[config.mk]
export PLATFORM = sky130hd
export DESIGN_NAME = rwc_rotate_unit
export DESIGN_NICKNAME = d
export VERILOG_FILES = /design/src/rwc_pkg.sv /design/src/rwc_rotate_unit.sv /design/src/rwc_rotate_core.sv
export SDC_FILE = /design/constraint.sdc
export NUM_CORES = 1
export LEC_CHECK = 0
export BUFFER_PORTS_ARGS = -buffer_cell sky130_fd_sc_hd__buf_2
export CAP_MARGIN = 5
export CORE_UTILIZATION = 31
export CTS_CLUSTER_DIAMETER = 50
export DETAILED_ROUTE_END_ITERATION = 12
export PLACE_DENSITY = 0.49
export SYNTH_ARGS = -nofsm -noshare
export SYNTH_HDL_FRONTEND = slang
export SYNTH_SLANG_ARGS = --single-unit
[constraint.sdc]
create_clock -name ref_clk -period 4.8 [get_ports ref_clk]
set_input_delay 0.48 -clock ref_clk [delete_from_list [all_inputs] [get_ports ref_clk]]
set_output_delay 0.48 -clock ref_clk [all_outputs]
set_load 0.01 [all_outputs]
[src/rwc_pkg.sv]
package rwc_pkg;

  localparam int unsigned BYTE_W = 8;
  localparam int unsigned WORD_W = 16;
  localparam int unsigned FILE_DEPTH = 16;
  localparam int unsigned FILE_AW = 4;
  localparam int unsigned BUS_AW = 8;
  localparam int unsigned SEL_W = 6;

  // One-hot operation select positions
  localparam int unsigned SEL_BYTE_LEFT_THROUGH = 0;
  localparam int unsigned SEL_WORD_LEFT_THROUGH = 1;
  localparam int unsigned SEL_BYTE_CIRC_LEFT = 2;
  localparam int unsigned SEL_BYTE_CIRC_RIGHT = 3;
  localparam int unsigned SEL_BYTE_RIGHT_THROUGH = 4;
  localparam int unsigned SEL_WORD_RIGHT_THROUGH = 5;

  typedef enum logic [2:0] {
    RWC_OP_NONE = 3'b000,
    RWC_OP_BYTE_LEFT_THROUGH_FLAG = 3'b001,
    RWC_OP_WORD_LEFT_THROUGH_FLAG = 3'b010,
    RWC_OP_BYTE_CIRCULAR_LEFT = 3'b011,
    RWC_OP_BYTE_CIRCULAR_RIGHT = 3'b100,
    RWC_OP_BYTE_RIGHT_THROUGH_FLAG = 3'b101,
    RWC_OP_WORD_RIGHT_THROUGH_FLAG = 3'b110
  } rwc_op_t;

  // Flag register bit positions
  localparam int unsigned FLAG_C = 7;
  localparam int unsigned FLAG_Z = 6;
  localparam int unsigned FLAG_S = 5;
  localparam int unsigned FLAG_V = 4;
  localparam int unsigned FLAG_D = 3;
  localparam int unsigned FLAG_H = 2;
  localparam logic [7:0] FLAG_MASK = 8'hFC;
  localparam logic [7:0] FLAGS_RESET = 8'h00;

  // Register map: file bytes at 0x00..0x0F
  localparam logic [7:0] ADDR_FILE_BASE = 8'h00;
  localparam logic [7:0] ADDR_FLAGS = 8'h10;
  localparam logic [7:0] ADDR_STATUS = 8'h11;
  localparam logic [7:0] ADDR_RESULT_HI = 8'h12;
  localparam logic [7:0] ADDR_RESULT_LO = 8'h13;
  localparam logic [7:0] ADDR_OP_COUNT = 8'h14;

  // Status register fields
  localparam int unsigned STAT_ERR = 7;
  localparam int unsigned STAT_OP_LSB = 0;
  localparam logic [7:0] FILE_RESET = 8'h00;
  localparam logic [7:0] STATUS_RESET = 8'h00;

endpackage

[src/rwc_rotate_unit.sv]
// The address map and the strobed register port are this design's own decisions.
`timescale 1ns/100ps
`default_nettype none

module rwc_rotate_unit (
  input wire logic ref_clk,
  input wire logic rst_n,
  input wire logic opValid,
  input wire logic [rwc_pkg::SEL_W-1:0] opSelect,
  input wire logic [rwc_pkg::FILE_AW-1:0] opAddr,
  input wire logic opIndirect,
  input wire logic opCarryIn,
  output logic opDone,
  output logic opError,
  output logic [rwc_pkg::WORD_W-1:0] resultData,
  output logic [rwc_pkg::BYTE_W-1:0] flagsOut,
  input wire logic [rwc_pkg::BUS_AW-1:0] regAddr,
  input wire logic [rwc_pkg::BYTE_W-1:0] regWrData,
  input wire logic regWrEn,
  input wire logic regRdEn,
  output logic [rwc_pkg::BYTE_W-1:0] regRdData
);
  import rwc_pkg::*;

  ////////////////////////////////////////////////////////////////////////////
  // Reset release

  logic rstSync1_ff;
  logic rstSync2_ff;
  logic rstLocal_n;

  always_ff @(posedge ref_clk or negedge rst_n) begin
    if (!rst_n) begin
      rstSync1_ff <= 1'b0;
      rstSync2_ff <= 1'b0;
    end else begin
      rstSync1_ff <= 1'b1;
      rstSync2_ff <= rstSync1_ff;
    end
  end

  assign rstLocal_n = rstSync2_ff;

  ////////////////////////////////////////////////////////////////////////////
  // Operation decode

  rwc_op_t opCode;
  logic selLegal;
  logic isWordOp;
  logic execute;

  always_comb begin
    opCode = RWC_OP_NONE;
    selLegal = 1'b1;
    case (opSelect)
      6'h01: begin
        opCode = RWC_OP_BYTE_LEFT_THROUGH_FLAG;
      end
      6'h02: begin
        opCode = RWC_OP_WORD_LEFT_THROUGH_FLAG;
      end
      6'h04: begin
        opCode = RWC_OP_BYTE_CIRCULAR_LEFT;
      end
      6'h08: begin
        opCode = RWC_OP_BYTE_CIRCULAR_RIGHT;
      end
      6'h10: begin
        opCode = RWC_OP_BYTE_RIGHT_THROUGH_FLAG;
      end
      6'h20: begin
        opCode = RWC_OP_WORD_RIGHT_THROUGH_FLAG;
      end
      default: begin
        selLegal = 1'b0;
      end
    endcase
  end

  assign isWordOp = opSelect[SEL_WORD_LEFT_THROUGH]
                  | opSelect[SEL_WORD_RIGHT_THROUGH];
  assign execute = opValid & selLegal;

  ////////////////////////////////////////////////////////////////////////////
  // Register file and operand fetch

  logic [7:0] fileMem_ff [FILE_DEPTH];
  logic [FILE_AW-1:0] effAddr;
  logic [FILE_AW-1:0] hiAddr;
  logic [FILE_AW-1:0] loAddr;
  logic [15:0] operand;
  logic [15:0] rotResult;
  logic rotCarry;
  logic rotZero;
  logic rotZeroValid;
  logic rotSign;
  logic rotOver;

  // For byte ops, pointer mode takes the target address from the named register; word ops ignore it
  always_comb begin
    if (opIndirect && !isWordOp) begin
      effAddr = fileMem_ff[opAddr][FILE_AW-1:0];
    end else begin
      effAddr = opAddr;
    end
  end

  // Pairs start on an even register, high byte first
  assign hiAddr = {effAddr[FILE_AW-1:1], 1'b0};
  assign loAddr = {effAddr[FILE_AW-1:1], 1'b1};

  always_comb begin
    if (isWordOp) begin
      operand = {fileMem_ff[hiAddr], fileMem_ff[loAddr]};
    end else begin
      operand = {8'h00, fileMem_ff[effAddr]};
    end
  end

  rwc_rotate_core uCore (
    .op(opCode),
    .operand(operand),
    .carryIn(opCarryIn),
    .result(rotResult),
    .carryOut(rotCarry),
    .zeroOut(rotZero),
    .zeroValid(rotZeroValid),
    .signOut(rotSign),
    .overOut(rotOver)
  );

  ////////////////////////////////////////////////////////////////////////////
  // Register file write-back; instruction wins over software

  logic swFileWr;

  assign swFileWr = regWrEn & (regAddr[7:FILE_AW] == ADDR_FILE_BASE[7:FILE_AW]);

  generate
    for (genvar i = 0; i < FILE_DEPTH; i++) begin : gFile
      logic hitByte;
      logic hitHi;
      logic hitLo;

      assign hitByte = execute & !isWordOp & (effAddr == FILE_AW'(i));
      assign hitHi = execute & isWordOp & (hiAddr == FILE_AW'(i));
      assign hitLo = execute & isWordOp & (loAddr == FILE_AW'(i));

      always_ff @(posedge ref_clk or negedge rstLocal_n) begin
        if (!rstLocal_n) begin
          fileMem_ff[i] <= FILE_RESET;
        end else if (hitByte) begin
          fileMem_ff[i] <= rotResult[7:0];
        end else if (hitHi) begin
          fileMem_ff[i] <= rotResult[15:8];
        end else if (hitLo) begin
          fileMem_ff[i] <= rotResult[7:0];
        end else if (swFileWr && (regAddr[FILE_AW-1:0] == FILE_AW'(i))) begin
          fileMem_ff[i] <= regWrData;
        end
      end
    end
  endgenerate

  ////////////////////////////////////////////////////////////////////////////
  // Flags

  logic [7:0] flags_ff;
  logic [7:0] nxt_flags;

  always_comb begin
    nxt_flags = flags_ff;
    if (regWrEn && (regAddr == ADDR_FLAGS)) begin
      nxt_flags = regWrData & FLAG_MASK;
    end
    if (execute) begin
      nxt_flags[FLAG_C] = rotCarry;
      nxt_flags[FLAG_S] = rotSign;
      nxt_flags[FLAG_V] = rotOver;
      if (rotZeroValid) begin
        nxt_flags[FLAG_Z] = rotZero;
      end
      nxt_flags[FLAG_D] = flags_ff[FLAG_D];
      nxt_flags[FLAG_H] = flags_ff[FLAG_H];
    end
  end

  always_ff @(posedge ref_clk or negedge rstLocal_n) begin
    if (!rstLocal_n) begin
      flags_ff <= FLAGS_RESET;
    end else begin
      flags_ff <= nxt_flags;
    end
  end

  ////////////////////////////////////////////////////////////////////////////
  // Result and completion

  logic [15:0] result_ff;
  logic done_ff;
  logic errPulse_ff;

  always_ff @(posedge ref_clk or negedge rstLocal_n) begin
    if (!rstLocal_n) begin
      result_ff <= 16'h0000;
      done_ff <= 1'b0;
      errPulse_ff <= 1'b0;
    end else begin
      done_ff <= execute;
      errPulse_ff <= opValid & !selLegal;
      if (execute) begin
        result_ff <= rotResult;
      end
    end
  end

  ////////////////////////////////////////////////////////////////////////////
  // Status: sticky error, last operation, operation count

  logic errSticky_ff;
  logic [2:0] lastOp_ff;
  logic [7:0] opCount_ff;
  logic errClear;

  assign errClear = regWrEn & (regAddr == ADDR_STATUS) & regWrData[STAT_ERR];

  always_ff @(posedge ref_clk or negedge rstLocal_n) begin
    if (!rstLocal_n) begin
      errSticky_ff <= 1'b0;
    end else if (opValid && !selLegal) begin
      errSticky_ff <= 1'b1;
    end else if (errClear) begin
      errSticky_ff <= 1'b0;
    end
  end

  always_ff @(posedge ref_clk or negedge rstLocal_n) begin
    if (!rstLocal_n) begin
      lastOp_ff <= 3'b000;
    end else if (execute) begin
      lastOp_ff <= opCode;
    end
  end

  always_ff @(posedge ref_clk or negedge rstLocal_n) begin
    if (!rstLocal_n) begin
      opCount_ff <= 8'h00;
    end else if (execute) begin
      opCount_ff <= opCount_ff + 8'h01;
    end else if (regWrEn && (regAddr == ADDR_OP_COUNT)) begin
      opCount_ff <= regWrData;
    end
  end

  ////////////////////////////////////////////////////////////////////////////
  // Register read port

  logic [7:0] rdData_ff;
  logic [7:0] nxt_rdData;
  logic [7:0] statusWord;

  always_comb begin
    statusWord = STATUS_RESET;
    statusWord[STAT_ERR] = errSticky_ff;
    statusWord[STAT_OP_LSB +: 3] = lastOp_ff;
  end

  always_comb begin
    nxt_rdData = 8'h00;
    if (regAddr[7:FILE_AW] == ADDR_FILE_BASE[7:FILE_AW]) begin
      nxt_rdData = fileMem_ff[regAddr[FILE_AW-1:0]];
    end else begin
      case (regAddr)
        ADDR_FLAGS: begin
          nxt_rdData = flags_ff;
        end
        ADDR_STATUS: begin
          nxt_rdData = statusWord;
        end
        ADDR_RESULT_HI: begin
          nxt_rdData = result_ff[15:8];
        end
        ADDR_RESULT_LO: begin
          nxt_rdData = result_ff[7:0];
        end
        ADDR_OP_COUNT: begin
          nxt_rdData = opCount_ff;
        end
        default: begin
          nxt_rdData = 8'h00;
        end
      endcase
    end
  end

  // Data only valid the cycle after the strobe; zero otherwise
  always_ff @(posedge ref_clk or negedge rstLocal_n) begin
    if (!rstLocal_n) begin
      rdData_ff <= 8'h00;
    end else if (regRdEn) begin
      rdData_ff <= nxt_rdData;
    end else begin
      rdData_ff <= 8'h00;
    end
  end

  ////////////////////////////////////////////////////////////////////////////
  // Outputs

  assign opDone = done_ff;
  assign opError = errPulse_ff;
  assign resultData = result_ff;
  assign flagsOut = flags_ff;
  assign regRdData = rdData_ff;

endmodule
`default_nettype wire

[src/rwc_rotate_core.sv]
`timescale 1ns/100ps
`default_nettype none

module rwc_rotate_core (
  input wire rwc_pkg::rwc_op_t op,
  input wire logic [15:0] operand,
  input wire logic carryIn,
  output logic [15:0] result,
  output logic carryOut,
  output logic zeroOut,
  output logic zeroValid,
  output logic signOut,
  output logic overOut
);
  import rwc_pkg::*;

  logic [7:0] lowByte;
  logic [7:0] resByte;

  assign lowByte = operand[7:0];

  always_comb begin
    resByte = lowByte;
    result = operand;
    carryOut = carryIn;
    zeroValid = 1'b1;
    case (op)
      RWC_OP_BYTE_LEFT_THROUGH_FLAG: begin
        resByte = {lowByte[6:0], carryIn};
        carryOut = lowByte[7];
      end
      RWC_OP_BYTE_CIRCULAR_LEFT: begin
        resByte = {lowByte[6:0], lowByte[7]};
        carryOut = lowByte[7];
      end
      RWC_OP_BYTE_CIRCULAR_RIGHT: begin
        resByte = {lowByte[0], lowByte[7:1]};
        carryOut = lowByte[0];
      end
      RWC_OP_BYTE_RIGHT_THROUGH_FLAG: begin
        resByte = {carryIn, lowByte[7:1]};
        carryOut = lowByte[0];
      end
      RWC_OP_WORD_LEFT_THROUGH_FLAG: begin
        result = {operand[14:0], carryIn};
        carryOut = operand[15];
        zeroValid = 1'b0;
      end
      RWC_OP_WORD_RIGHT_THROUGH_FLAG: begin
        result = {carryIn, operand[15:1]};
        carryOut = operand[0];
        zeroValid = 1'b0;
      end
      default: begin
        resByte = lowByte;
      end
    endcase
    if (zeroValid) begin
      result = {8'h00, resByte};
    end
  end

  always_comb begin
    if (zeroValid) begin
      zeroOut = (result[7:0] == 8'h00);
      signOut = result[7];
      overOut = result[7] ^ operand[7];
    end else begin
      zeroOut = 1'b0;
      signOut = result[15];
      overOut = result[15] ^ operand[15];
    end
  end

endmodule
`default_nettype wire

; ---- Yosys cells after proc, flatten, opt, wreduce, memory -nomap -nowiden
; Cells that the tools add are included.
[op_classes]
add_sub_neg = 1
order_cmp = 5
eq_ne = 54
n_mux = 84
bitwise_logic = 42
n_reduce_logical = 53
[ops]
columns = cell, n
row1 = $mux 8, 62
row2 = $bmux 8 s4, 5
row3 = $eq 4x4->1 const B, 16
row4 = $reduce_bool 3->1, 15
row5 = $eq 8x5->1 const B, 5
row6 = $pmux 8 s5, 1
row7 = $and 1x1->1, 33
row8 = $eq 4x3->1 const B, 8
row9 = $mux 16, 2
row10 = $pmux 16 s2, 1
row11 = $pmux 8 s4, 1
row12 = $ge 5x5->1 const B, 5
row13 = $not 4->5, 5
row14 = $eq 3x3->1 const B, 7
row15 = $logic_and 1x1->1, 20
row16 = $logic_not 4->1, 5
row17 = $pmux 3 s6, 1
row18 = $eq 4x2->1 const B, 4
row19 = $eq 3x2->1 const B, 4
row20 = $mux 4, 3
row21 = $add 8x1->8 const B, 1
row22 = $eq 4x1->1 const B, 2
row23 = $logic_not 8->1, 1
row24 = $eq 3x1->1 const B, 2
row25 = 20 further kinds, 30
[totals]
ff_bits = 174
input_bits = 33
output_inout_bits = 34
wordCells = 267

; ---- Logic depth before layout (Yosys ltp)
[depth]
word_depth = 15
ltp_mapped = 19

; ---- By module
; From an unflattened synthesis, not the netlist that was laid out.
[hier_totals]
hier_cells = 1619
hier_area_um2 = 13899.6
[modules_own_cells]
columns = module, instances, cells_per_inst, area_per_inst_um2
row1 = rwc_rotate_unit, 1, 1513, 13181.4
row2 = rwc_rotate_core, 1, 106, 718.2

; ---- Worst setup path after synthesis
; No wires, ideal clock.
[synth_path]
path_type = input-to-reg
startpoint = input opAddr[0] (netlist bit)
endpoint = register fileMem_ff[42] (netlist bit)
setup_time_ns = 0.137
arrival_time_ns = 3.637
required_ns = 4.663
slack_ns = 1.027
stages = 16
path_buffers = 5
path_cell_list = buf_6 mux2_1 mux4_2 buf_4 nor3_4 nor2_2 buf_2 buf_6 a21oi_1 o21ai_1 and3_1 a211o_4 a221o_1 buf_2 o221ai_1 o21ai_1
[synth_between]
elab_chain_cells = 14
[synth_lines]
columns = item, line_no
row1 = from (decl), rwc_rotate_unit.sv:10  ; input wire logic [rwc_pkg::FILE_AW-1:0] opAddr,
row2 = $not 4->5 (implied by the code), rwc_rotate_unit.sv:102  ; effAddr = fileMem_ff[opAddr][FILE_AW-1:0];
row3 = $bmux 8 s4, rwc_rotate_unit.sv:102
row4 = $mux 4 (implied by the code) (2 in a row), rwc_rotate_unit.sv:102
row5 = $mux 4 *, rwc_rotate_unit.sv:101  ; if (opIndirect && !isWordOp) begin
row6 = $not 4->5 (implied by the code), rwc_rotate_unit.sv:114  ; operand = {fileMem_ff[hiAddr], fileMem_ff[loAddr]};
row7 = $bmux 8 s4, rwc_rotate_unit.sv:114
row8 = $mux 8 (implied by the code) (2 in a row), rwc_rotate_unit.sv:114
row9 = $mux 16, rwc_rotate_unit.sv:113  ; if (isWordOp) begin
row10 = $pmux 16 s2, rwc_rotate_core.sv:27  ; case (op)
row11 = $mux 16, rwc_rotate_core.sv:58  ; if (zeroValid) begin
row12 = $mux 8, rwc_rotate_unit.sv:154  ; end else if (hitHi) begin
row13 = $mux 8, rwc_rotate_unit.sv:152  ; end else if (hitByte) begin
row14 = "to (signal, indexed assignment)", rwc_rotate_unit.sv:153  ; fileMem_ff[i] <= rotResult[7:0];
row15 = "to (signal, indexed assignment)", rwc_rotate_unit.sv:155  ; fileMem_ff[i] <= rotResult[15:8];
row16 = "to (signal, indexed assignment)", rwc_rotate_unit.sv:157  ; fileMem_ff[i] <= rotResult[7:0];
row17 = to (decl), rwc_rotate_unit.sv:87  ; logic [7:0] fileMem_ff [FILE_DEPTH];
; Mark *: on every way between the ends. The rest lies on a longest branch, timed or not. The select of a mux whose other input is x is not followed.
; A chain may end at the register's enable or synchronous reset.

; ---- Worst setup path after layout
[layout_path]
startpoint = register fileMem_ff[73] (netlist bit)
endpoint = register fileMem_ff[118] (netlist bit)
[layout_between]
elab_chain_cells = 13
[layout_lines]
columns = item, line_no
row1 = $bmux 8 s4 *, rwc_rotate_unit.sv:102
row2 = $mux 4 (implied by the code) * (2 in a row), rwc_rotate_unit.sv:102
row3 = $mux 4 *, rwc_rotate_unit.sv:101
row4 = "$not 4->5, on equally long branches", "rwc_rotate_unit.sv:116, rwc_rotate_unit.sv:114"
row5 = "$bmux 8 s4, on equally long branches", "rwc_rotate_unit.sv:116, rwc_rotate_unit.sv:114"
row6 = "$mux 8, on equally long branches (2 in a row)", "rwc_rotate_unit.sv:116, rwc_rotate_unit.sv:114"
row7 = $mux 16, rwc_rotate_unit.sv:113
row8 = $pmux 8 s4 or $pmux 16 s2 (tied branches), rwc_rotate_core.sv:27
row9 = $mux 16, rwc_rotate_core.sv:58
row10 = $mux 8, rwc_rotate_unit.sv:156  ; end else if (hitLo) begin
row11 = $mux 8, rwc_rotate_unit.sv:152
; Marked as above.

==> metrics.cfg <==
[run_status]
status=finished, final reports clean

[sta]
worst_slack_ns=0.281
fmax_ghz=0.221
min_period_ns=4.52
timing.slew.headroom_pct=22.2
tns_ns=0
clock_skew_ns=0.0178
worstMarginPinSlew_ns=1.16
holdWs_ns=0.267
rsz0062_at_grt=no
finalSetupViolCount=0
hold_viol_final=0
slew_violations=0
period_share_pct=94.1

[finish]
register_area_um2=4360
design_area_um2=16300
n_antenna_cell=0
final_common_cell=nand2_1
multi_input_area_um2=8950
area_delta_synth_final_pct=16.9
fillers=4591
final_nets=1752
drive_gt1_share_pct=23.2
layout_common_cells=nand2_1, dfrtp_1, buf_4

[logic_synthesis]
synth_async_sr_flop_share_pct=100
synth_cells=1611
yosysWarnings=0
synth_flop_cell=dfrtp_1
syn_area_um2=14000
yosysTopAreaCell=dfrtp_1
synth_seq_cells=174
synth_area_leaders=dfrtp_1, mux4_2, mux2i_1
synth_cell_types=90
synth_edf_count=0
syn_avg_cell_area_um2=8.68
synth_top_area_share_pct=31.1
yosysSeqAreaShare_pct=31.1

[critical_path]
r2r-start=fileMem_ff[73]
cp.arrival_ns=4.89
start_kind=register
crit_type=reg2reg
cp.required_ns=5.17
r2r-end=fileMem_ff[118]
cp-end-kind=register
rr_worst_depth=13
r2r_setup_slack_ns=0.28
crit_fanout=14

[die]
die_y_um=214
fp.dieW_um=214
num_rows=77
design.die.area_um2=46000
initial_utilization_pct=31.6
ios=67
core_um2=44300

[drt]
routedWlPerCell_um=32.9
vias=14846
post_drt_via_cell_ratio=6.39
drc=0
drtPass1Iterations=9
drt-total-wl_mm=76.5
drtIter0Drc=2120
postRouteAntennaNets=0

[power]
p_clk_share_pct=24.3
p_leak_uw=0.00679
combPwrFrac_pct=36.2
ir_drop_uv=211
p_switching_uw=2670
swShare_pct=42.4
seq_power_share_pct=39.5
power.density_nw_per_um2=386
finalPower_uw=6300
p_int_uw=3630

[hold_path]
worstHoldStart=regRdEn
hold_path.class=in2reg
whs_endpoint=regRdData[0]
holdPathStages=2

[clock_tree]
clock-sinks=174
clock_latency_ns=0.52
numCtsBuffers=17
root_buffer=clkbuf_16
cts.clk_slew.worst_paths_ns=0.08
cts_max_level=4
cts_tree=built
cts_setup_buffers=0
cts_max_path_buffers=2

[global_route]
grt_max_degree=95
antenna_found_initial=2
grt_overflow=0
grt_first_pass_wirelength_mm=108
grt.total_usage_pct=33.4
grt_pass1_vias=13801

[flow_run]
cap_violations=0

[placed_design]
post_dp_cell_area_um2=15700
place_ws_ns=0.0736
port_buffers=64
gp_congestion=1.02
dpl.hpwl_mm=57.4

## worst max path at each step
| stage | from | endpoint | slack [ns] | cells after the start |
|---|---|---|---|---|
| 2_1_floorplan | opAddr[0] | fileMem_ff[42] | 1.03 | 16 |
| 3_3_place_gp | opSelect[1] | fileMem_ff[13] | -0.001 | 15 |
| 3_5_place_dp | opAddr[0] | fileMem_ff[118] | 0.07 | 14 |
| 4_1_cts | fileMem_ff[73] | fileMem_ff[118] | 0.37 | 13 |
| 5_1_grt | fileMem_ff[73] | fileMem_ff[62] | 0.15 | 13 |
| 6_report | fileMem_ff[73] | fileMem_ff[118] | 0.28 | 13 |
## cell families (layout without fill, tap and decap cells)
logic type / Yosys count / after routing / share of synthesized area (%)
XOR/XNOR: 8 / 8 / 0.501
AND/OR/NAND/NOR: 551 / 551 / 17.9
other: 2 / 3 / 0.0537
AO/OA/AOI/OAI: 509 / 509 / 24.7
multiplexers: 211 / 211 / 20.5
adder cells (fa/ha/maj): 1 / 1 / 0.0894
flip-flops: 174 / 174 / 31.1
buffers and inverters: 155 / 274 / 5.14
## sequential cells by signal (all words and copies together), names as in the netlist, 3 cells and up
signal      count
fileMem_ff    128
lastOp_ff       3
opCount_ff      8
flagsOut        6
regRdData       8
resultData     16
## power groups by stage
stage	Sequential, uW	Clock [uW]	Combinational (uW)
finish	2490	1530	2280
global route	2510	1600	2430
CTS	2460	1560	2240
detailed placement	2480	0	2230
global placement	2490	0	2210
floorplan	2150	0	1410
## layer usage
layer / GRT usage (%) / routed length, um / up-vias
li1: - / - / 6292
met1: 45.1 / 32200 / 7463
met2: 50.3 / 33600 / 913
met3: 5.60 / 6040 / 176
met4: 19.3 / 4700 / 2
met5: 0 / 13 / -
## Yosys cell counts (all sizes together) (15+ instances only)
| library cell | number |
|---|---|
| clkbuf | 79 |
| dfrtp | 174 |
| a21oi | 134 |
| a31oi | 15 |
| buf | 62 |
| nor2 | 135 |
| a311oi | 18 |
| and3 | 39 |
| a211oi | 51 |
| mux2 | 52 |
| o21ai | 119 |
| nor3 | 36 |
| nand3 | 57 |
| nand2 | 227 |
| o211ai | 24 |
| mux4 | 54 |
| nor2b | 21 |
| mux2i | 105 |
## cell type report
cell class                      count  share of cell area [%]
Clock inverter                     13                   0.964
Tap cell                          592                    4.53
Multi-Input combinational cell   1283                    54.7
Sequential cell                   174                    26.7
Inverter                           14                   0.321
Timing Repair Buffer              228                    10.1
Clock buffer                       19                    2.71
## worst max-delay path, stage by stage (launching register included)
cell and delay (ns):
dfrtp_1 0.56, mux2_1 0.36, mux4_2 0.50, buf_4 0.21, mux2i_1 0.13, a311oi_1 0.54
mux2i_1 0.18, a221o_1 0.36, nor3_2 0.26, a21oi_1 0.21, a221oi_2 0.49, buf_4 0.21
buf_4 0.22, o21ai_0 0.14
## per-stage QoR
| step | utilization (%) | instances |
|---|---|---|
| after floorplan | - | 1612 |
| after global placement | 35.5 | 2289 |
| after detailed placement | 35.5 | 2289 |
| after CTS | 36.9 | 2322 |
| after global routing | 36.9 | 2323 |
| final | 36.9 | 2323 |
## what timing repair did
item                                    in CTS  in global routing
gates resized for setup                      0                  0
hold buffers                                 1                  0
endpoints found under the setup margin       0                  0
hold endpoints to repair                     2                  0
Power figures use the tool's default switching activity.
